### config.mk
export PLATFORM = sky130hd
export DESIGN_NAME = cli_converter_link
export DESIGN_NICKNAME = d
export VERILOG_FILES = /design/src/logic/cli_pkg.sv /design/src/logic/cli_cfg_store.sv /design/src/logic/cli_converter_link.sv
export SDC_FILE = /design/constraint.sdc
export NUM_CORES = 1
export LEC_CHECK = 0
export ABC_AREA = 1
export BUFFER_PORTS_ARGS = -buffer_cell sky130_fd_sc_hd__buf_4
export CELL_PAD_IN_SITES_DETAIL_PLACEMENT = 0
export CELL_PAD_IN_SITES_GLOBAL_PLACEMENT = 1
export CORE_MARGIN = 8
export CORE_UTILIZATION = 40
export CTS_BUF_LIST = sky130_fd_sc_hd__clkbuf_4
export DETAILED_ROUTE_END_ITERATION = 7
export PLACE_DENSITY_LB_ADDON = 0.1
export SLEW_MARGIN = 20
export SYNTH_ARGS = -nofsm -noshare
export SYNTH_HDL_FRONTEND = slang
export SYNTH_SLANG_ARGS = --single-unit
### constraint.sdc
create_clock -name CLK_I -period 3.03 [get_ports CLK_I]
set_input_delay 0.606 -clock CLK_I [delete_from_list [all_inputs] [get_ports CLK_I]]
set_output_delay 0.606 -clock CLK_I [all_outputs]
set_load 0.02 [all_outputs]
### src/logic/cli_pkg.sv
package cli_pkg;
   // link format modes
   localparam logic [4:0] CLI_FMT_FOUR_SINGLE_CHANNEL = 5'h04;
   localparam logic [4:0] CLI_FMT_FIVE_SINGLE_INPUT = 5'h05;
   localparam logic [4:0] CLI_FMT_SIX_DUAL_CHANNEL = 5'h06;
   localparam logic [4:0] CLI_FMT_SEVEN_DUAL_INPUT = 5'h07;
   localparam int CLI_LANES = 4;
   localparam int CLI_SAMPLE_W = 8;
   // reset values
   localparam logic [4:0] CLI_FMT_RESET = 5'h04;
   localparam logic [4:0] CLI_KM1_RESET = 5'h1f;
   // link alignment timing: ILA length in multiframes, calibration run length in clock cycles
   localparam logic [3:0] CLI_ILA_MULTIFRAMES = 4'h4;
   localparam logic [5:0] CLI_CAL_CYCLES = 6'h20;
   // frames carried per lane beat
   localparam logic [1:0] CLI_FRAMES_PER_BEAT = 2'h1;

   typedef enum {CLI_LINK_OFF, CLI_LINK_CGS, CLI_LINK_ILA, CLI_LINK_DATA} cli_link_state_type;

   typedef struct packed {
      logic [4:0] fmt;
      logic [4:0] km1;
      logic sync_from_timestamp;
      logic cal_background;
      logic cal_offset;
      logic overrange_enable;
   } cli_cfg_type;

   typedef struct packed {
      logic [CLI_SAMPLE_W-1:0] rise;
      logic [CLI_SAMPLE_W-1:0] fall;
   } cli_pair_type;
endpackage

### src/logic/cli_cfg_store.sv
`timescale 1ns/1ns
`default_nettype none
// shadow of the configuration, captured only while both machines are halted
module cli_cfg_store
(
   // clock and reset
   input wire logic CLK_I,
   input wire logic RST_I,
   // update
   input wire logic halted_i,
   input wire cli_pkg::cli_cfg_type cfg_i,
   // held copy
   output cli_pkg::cli_cfg_type cfg_o
);
   import cli_pkg::*;

   cli_cfg_type cfg_q;

   assign cfg_o = cfg_q;

   always_ff @(posedge CLK_I)
   begin
      if (RST_I)
      begin
         cfg_q <= '{fmt: CLI_FMT_RESET, km1: CLI_KM1_RESET, default: 1'b0};
      end
      else if (halted_i)
      begin
         cfg_q <= cfg_i;
      end
   end
endmodule
`default_nettype wire

### src/logic/cli_converter_link.sv
`timescale 1ns/1ns
`default_nettype none
// Overview of operation
// - enabled link machine advances according to receiver SYNC
// - single-channel mode samples on both clock edges
// - mode 4 single-channel on 4 lanes, mode 6 dual-channel on 4 lanes
// - mode 5 single-input, mode 7 dual-input at full converter rate
module cli_converter_link
(
   // clock and reset
   input wire logic CLK_I,
   input wire logic RST_I,
   // control bits
   input wire logic SERIAL_LINK_ENABLE_I,
   input wire logic CALIBRATION_ENABLE_I,
   input wire logic CALIBRATION_SOFT_TRIGGER_I,
   input wire logic [4:0] LINK_FORMAT_MODE_I,
   input wire logic [4:0] MULTIFRAME_LENGTH_MINUS_ONE_I,
   input wire logic SYNC_SOURCE_TIMESTAMP_I,
   input wire logic CAL_BACKGROUND_I,
   input wire logic CAL_OFFSET_I,
   input wire logic OVERRANGE_ENABLE_I,
   // sync from receiver, active low
   input wire logic SINGLE_ENDED_SYNC_N_I,
   input wire logic TIMESTAMP_SYNC_N_I,
   // samples: rise and fall of channel A, rise of channel B
   input wire logic [7:0] SAMPLE_A_RISE_I,
   input wire logic [7:0] SAMPLE_A_FALL_I,
   input wire logic [7:0] SAMPLE_B_I,
   input wire logic [7:0] OVERRANGE_LEVEL_I,
   // lane outputs
   output logic [31:0] LANE_DATA_O,
   output logic LANE_K_O,
   // status
   output logic [1:0] LINK_STATE_O,
   output logic LINK_UP_O,
   output logic CAL_BUSY_O,
   output logic CAL_DONE_O,
   output logic OVERRANGE_O,
   output logic DUAL_EDGE_O,
   output logic FORMAT_VALID_O
);
   import cli_pkg::*;

   cli_cfg_type cfg_in;
   cli_cfg_type cfg;
   cli_link_state_type link_q, link_d;
   logic trig_q;
   logic [5:0] cal_cnt_q;
   logic cal_busy_q, cal_done_q;
   logic [4:0] frame_q;
   logic [3:0] mf_q;
   logic [31:0] lane_q;
   logic k_q, ovr_q;
   logic up_q, dual_q, valid_q, overrange_enable_q;
   cli_cfg_type cfg_next;

   wire halted = !SERIAL_LINK_ENABLE_I && !CALIBRATION_ENABLE_I;
   wire sync_n = cfg.sync_from_timestamp ? TIMESTAMP_SYNC_N_I : SINGLE_ENDED_SYNC_N_I;
   wire mf_end = (frame_q == cfg.km1);
   wire fmt_single = (cfg.fmt == CLI_FMT_FOUR_SINGLE_CHANNEL) ||
                     (cfg.fmt == CLI_FMT_FIVE_SINGLE_INPUT);
   wire fmt_dual = (cfg.fmt == CLI_FMT_SIX_DUAL_CHANNEL) ||
                   (cfg.fmt == CLI_FMT_SEVEN_DUAL_INPUT);
   // flags decode what the shadow takes at this edge, so they keep its timing
   wire next_single = (cfg_next.fmt == CLI_FMT_FOUR_SINGLE_CHANNEL) ||
                      (cfg_next.fmt == CLI_FMT_FIVE_SINGLE_INPUT);
   wire next_dual = (cfg_next.fmt == CLI_FMT_SIX_DUAL_CHANNEL) ||
                    (cfg_next.fmt == CLI_FMT_SEVEN_DUAL_INPUT);
   wire trig_rise = CALIBRATION_SOFT_TRIGGER_I && !trig_q;
   wire cal_start = CALIBRATION_ENABLE_I && trig_rise && !cal_busy_q;
   // single-channel interleaves both edges of channel A into each lane word
   wire [31:0] single_word = {SAMPLE_A_FALL_I, SAMPLE_A_RISE_I,
                              SAMPLE_A_FALL_I, SAMPLE_A_RISE_I};
   wire [31:0] dual_word = {SAMPLE_B_I, SAMPLE_A_RISE_I, SAMPLE_B_I, SAMPLE_A_RISE_I};
   wire [31:0] data_word = fmt_single ? single_word : dual_word;
   wire ovr_hit = overrange_enable_q &&
                  ((SAMPLE_A_RISE_I >= OVERRANGE_LEVEL_I) ||
                   (fmt_single ? (SAMPLE_A_FALL_I >= OVERRANGE_LEVEL_I)
                               : (SAMPLE_B_I >= OVERRANGE_LEVEL_I)));

   assign cfg_in = '{fmt: LINK_FORMAT_MODE_I, km1: MULTIFRAME_LENGTH_MINUS_ONE_I,
                     sync_from_timestamp: SYNC_SOURCE_TIMESTAMP_I,
                     cal_background: CAL_BACKGROUND_I, cal_offset: CAL_OFFSET_I,
                     overrange_enable: OVERRANGE_ENABLE_I};
   assign cfg_next = halted ? cfg_in : cfg;

   cli_cfg_store u_store
   (
      .CLK_I(CLK_I),
      .RST_I(RST_I),
      .halted_i(halted),
      .cfg_i(cfg_in),
      .cfg_o(cfg)
   );

   // link machine follows receiver sync
   always_comb
   begin
      link_d = link_q;
      case (link_q)
         CLI_LINK_OFF:
         begin
            if (SERIAL_LINK_ENABLE_I && (fmt_single || fmt_dual))
            begin
               link_d = CLI_LINK_CGS;
            end
         end
         CLI_LINK_CGS:
         begin
            if (sync_n && mf_end)
            begin
               link_d = CLI_LINK_ILA;
            end
         end
         CLI_LINK_ILA:
         begin
            if (!sync_n)
            begin
               link_d = CLI_LINK_CGS;
            end
            else if (mf_end && (mf_q == CLI_ILA_MULTIFRAMES - 4'h1))
            begin
               link_d = CLI_LINK_DATA;
            end
         end
         CLI_LINK_DATA:
         begin
            if (!sync_n)
            begin
               link_d = CLI_LINK_CGS;
            end
         end
         default:
         begin
            link_d = CLI_LINK_OFF;
         end
      endcase
      if (!SERIAL_LINK_ENABLE_I)
      begin
         link_d = CLI_LINK_OFF;
      end
   end

   always_ff @(posedge CLK_I)
   begin
      if (RST_I)
      begin
         link_q <= CLI_LINK_OFF;
      end
      else
      begin
         link_q <= link_d;
      end
   end

   // frame and multiframe counters; restart when link is not running
   always_ff @(posedge CLK_I)
   begin
      if (RST_I || (link_q == CLI_LINK_OFF))
      begin
         frame_q <= 5'h00;
         mf_q <= 4'h0;
      end
      else if (link_d != link_q)
      begin
         frame_q <= 5'h00;
         mf_q <= 4'h0;
      end
      else if (mf_end)
      begin
         frame_q <= 5'h00;
         mf_q <= mf_q + 4'h1;
      end
      else
      begin
         frame_q <= frame_q + 5'h01;
      end
   end

   // calibration: fixed-length run launched by soft trigger edge
   always_ff @(posedge CLK_I)
   begin
      if (RST_I)
      begin
         trig_q <= 1'b0;
         cal_cnt_q <= 6'h00;
         cal_busy_q <= 1'b0;
         cal_done_q <= 1'b0;
      end
      else
      begin
         trig_q <= CALIBRATION_SOFT_TRIGGER_I;
         if (!CALIBRATION_ENABLE_I)
         begin
            cal_busy_q <= 1'b0; // disabling aborts a run in progress
            cal_cnt_q <= 6'h00;
         end
         else if (cal_start)
         begin
            cal_busy_q <= 1'b1;
            cal_done_q <= 1'b0;
            cal_cnt_q <= CLI_CAL_CYCLES - 6'h01;
         end
         else if (cal_busy_q)
         begin
            if (cal_cnt_q == 6'h00)
            begin
               cal_busy_q <= 1'b0;
               cal_done_q <= 1'b1;
            end
            else
            begin
               cal_cnt_q <= cal_cnt_q - 6'h01;
            end
         end
      end
   end

   // lane word: K characters in CGS, frame and multiframe counts in ILA, samples in data phase, zero when off
   always_ff @(posedge CLK_I)
   begin
      if (RST_I)
      begin
         lane_q <= 32'h00000000;
         k_q <= 1'b0;
         ovr_q <= 1'b0;
      end
      else
      begin
         k_q <= (link_q == CLI_LINK_CGS);
         ovr_q <= ovr_hit;
         case (link_q)
            CLI_LINK_CGS: lane_q <= 32'hbcbcbcbc;
            CLI_LINK_ILA: lane_q <= {3'h0, frame_q, 4'h0, mf_q, 16'h0000};
            CLI_LINK_DATA: lane_q <= data_word;
            default: lane_q <= 32'h00000000;
         endcase
      end
   end

   // overrange enable is written after calibration restarts, so only the link must be halted
   always_ff @(posedge CLK_I)
   begin
      if (RST_I)
      begin
         up_q <= 1'b0;
         dual_q <= (CLI_FMT_RESET >= CLI_FMT_FOUR_SINGLE_CHANNEL) &&
                   (CLI_FMT_RESET <= CLI_FMT_FIVE_SINGLE_INPUT);
         valid_q <= (CLI_FMT_RESET >= CLI_FMT_FOUR_SINGLE_CHANNEL) &&
                    (CLI_FMT_RESET <= CLI_FMT_SEVEN_DUAL_INPUT);
         overrange_enable_q <= 1'b0;
      end
      else
      begin
         up_q <= (link_d == CLI_LINK_DATA);
         dual_q <= next_single;
         valid_q <= next_single || next_dual;
         if (!SERIAL_LINK_ENABLE_I)
         begin
            overrange_enable_q <= OVERRANGE_ENABLE_I;
         end
      end
   end

   assign LANE_DATA_O = lane_q;
   assign LANE_K_O = k_q;
   assign LINK_STATE_O = link_q[1:0];
   assign LINK_UP_O = up_q;
   assign CAL_BUSY_O = cal_busy_q;
   assign CAL_DONE_O = cal_done_q;
   assign OVERRANGE_O = ovr_q;
   assign DUAL_EDGE_O = dual_q;
   assign FORMAT_VALID_O = valid_q;
endmodule
`default_nettype wire

==> impl_metrics.tcl <==
set metrics [dict create \
    status "finished clean" \
    path_clk_slew_ps 120 \
    irDropWorstVdd_uv 274 \
    fin_area_um2 5230 \
    fmax_mhz 514 \
    cts.path.max_buffers 2 \
    netlist_area_um2 4230 \
    r2r_start "u_store.cfg_o[11]" \
    fin_worst_skew_ps 11.6 \
    synth_cells 522 \
    port_buffers 91 \
    cp-start-kind "flip-flop" \
    yosysTopAreaCell "dfxtp_1" \
    slew_violations 0 \
    gp_congestion 0.875 \
    crit_path_end_kind "flip-flop" \
    p_leak_nw 2.55 \
    rsz0062_at_grt "false" \
    r2r_setup_slack_ps 1080 \
    firstDrtPassIters 4 \
    cp.arrival_ps 2280 \
    tightestPinTransition_ps 567 \
    yosys-top-cells-area "dfxtp_1 (44%), ha_1 (8.3%), nand2_1 (7.5%)" \
    synth-main-ff-cell "dfxtp_1" \
    die_w_um 119 \
    nFillCells 1040 \
    whs_endpoint "u_store.cfg_o[8]" \
    synthArstFlopShare_pct 0 \
    crit_required_ps 3370 \
    whs_ps 388 \
    min_from "MULTIFRAME_LENGTH_MINUS_ONE_I[4]" \
    placed_area_um2 5110 \
    ys_warn_count 0 \
    r2r_end "LANE_DATA_O[27]" \
    slew_headroom_pct 62.1 \
    core_region_area_um2 10300 \
    drive_above_1_share_pct 24.7 \
    antenna_found_initial 0 \
    fp.dieH_um 119 \
    grt_max_degree 25 \
    area_growth_pct 23.5 \
    clock-sinks 92 \
    drcViolationCount 0 \
    critPathKind "flip-flop to flip-flop" \
    grt_util_all_layers_pct 13.8 \
    holdBufCountCts 0 \
    power_density_nw_per_um2 400 \
    synth_cell_type_count 37 \
    gr-total-overflow 0 \
    grt_first_pass_wirelength_um 16000 \
    grt_pass1_vias 3297 \
    synth_seq_cells 92 \
    diodes 0 \
    cts_tree "done" \
    setup_viol 0 \
    synth-seq-area-share_pct 43.5 \
    ant_nets 0 \
    cts_root_buf "clkbuf_4" \
    post_cts_resized 0 \
    wire_per_inst_um 12.2 \
    dp_hpwl_um 7940 \
    start_util_pct 41.2 \
    r2r_cells 9 \
    drt_wl_total_um 9540 \
    vias_per_cell 4.45 \
    drt_iter0_markers 185 \
    synth_top_cell_area_share_pct 43.5 \
    via_count 3474 \
    pin_count 94 \
    nNetsFinal 721 \
    cts_setup_buffers 0 \
    clk_latency_ps 420 \
    htreeDepth 3 \
    hold_violations 0 \
    synth_edf_count 0 \
    finalSetupTns_ps 0 \
    fin_crit_ps 1950 \
    dieArea_um2 14100 \
    crit_path_max_fanout 10 \
    hp-class "primary input to flip-flop" \
    finalCritPeriodShare_pct 64.2 \
    maxCapViolations 0 \
    rows 37 \
    hold_depth 3 \
    cts_inserted_buffers 9 \
    avgSynthCellArea_um2 8.11 \
]
[area by class of cell]
class,instances,area [um^2],share of cell area [%]
multi-input combinational,368,2120,40.6
sequential,92,1840,35.2
timing repair buffer,92,691,13.2
inverter,77,289,5.53
tap,136,170,3.26
clock buffer,11,82.6,1.58
clock inverter,5,28.8,0.551
[metal layers]
layer | GRT usage [%] | vias to the layer above | part of all wire (%)
met4 | 5.61 | 0 | 0.90
met1 | 17.5 | 1516 | 47
li1 | - | 1873 | -
met2 | 21.9 | 76 | 47
met5 | 0 | - | 0
met3 | 3.73 | 9 | 5.2
[cell usage after synthesis (2+ instances only)]
master     count
a21oi_1       33
a31oi_1        3
buf_4          9
clkbuf_1       4
dfxtp_1       92
ha_1          28
inv_1         70
inv_2          7
mux2_2         6
nand2_1       84
nand2_2       10
nand3_1       24
nand3_4        3
nand4_1       11
nand4_2        2
nor2_1        66
nor2_2        10
nor2_4         5
nor3_1         4
nor3_2         4
o2111ai_1      2
o21a_1         2
o21ai_0       23
xnor2_1        3
xor2_1         5
[placed cells by master, fill, tap and decap left out, types with 23 or more instances in the layout]
cell type / Yosys / final
dfxtp_1: 92 / 92
buf_4: 9 / 92
nand2_1: 84 / 84
inv_1: 70 / 70
nor2_1: 66 / 66
a21oi_1: 33 / 33
conb_1: 1 / 30
ha_1: 28 / 28
nand3_1: 24 / 24
o21ai_0: 23 / 23
[report_power, final]
part	total [mW]	internal (mW)	switching, mW
Clock	0.557	0.182	0.375
Sequential	1.27	1.25	0.0181
Combinational	0.267	0.121	0.146
Total	2.09	1.55	0.538
[through the flow]
stage | power, mW | utilization [%] | std cells | setup slack [ps]
floorplan | 1.45 | - | 551 | 1300
global placement | 1.56 | 49.8 | 765 | 928
detailed placement | 1.57 | 49.8 | 765 | 884
CTS | 2.13 | 50.8 | 781 | 1070
global route | 2.23 | 50.8 | 781 | 903
finish | 2.09 | 50.8 | 781 | 1080
[worst max-delay path, cell delays in order, from the launching register on]
cell and delay (ps):
dfxtp_1 330, inv_1 50, nor2_1 130, nand4_1 170, nand2_1 350, mux2_2 380
a21oi_1 210, o21ai_0 130, nand2_1 70, inv_1 30
[logic make-up after synthesis]
family / share of synthesized area [%]
AND/OR/NAND/NOR: 27.2
multiplexers: 1.60
other: 0.0886
flip-flops: 43.5
AO/OA/AOI/OAI: 8.72
XOR/XNOR: 1.66
adder cells (fa/ha/maj): 8.28
buffers and inverters: 8.90
[worst max-delay path by stage]
stage	start	to	slack, ps
5_1_grt	u_store.cfg_o[11]	LANE_DATA_O[27]	900
6_report	u_store.cfg_o[11]	LANE_DATA_O[27]	1080
3_5_place_dp	SINGLE_ENDED_SYNC_N_I	frame_q[1]	880
4_1_cts	u_store.cfg_o[11]	LANE_DATA_O[27]	1070
2_1_floorplan	SINGLE_ENDED_SYNC_N_I	frame_q[0]	1300
3_3_place_gp	SINGLE_ENDED_SYNC_N_I	frame_q[0]	930
[flip-flops by register name, indices dropped and copies added (netlist names), 4 cells and up]
register	cells
LANE_DATA_O	25
cal_cnt_q	6
u_store.cfg_o	11
frame_q	5
link_q	32
mf_q	4
(Power assumes the default switching activity.)
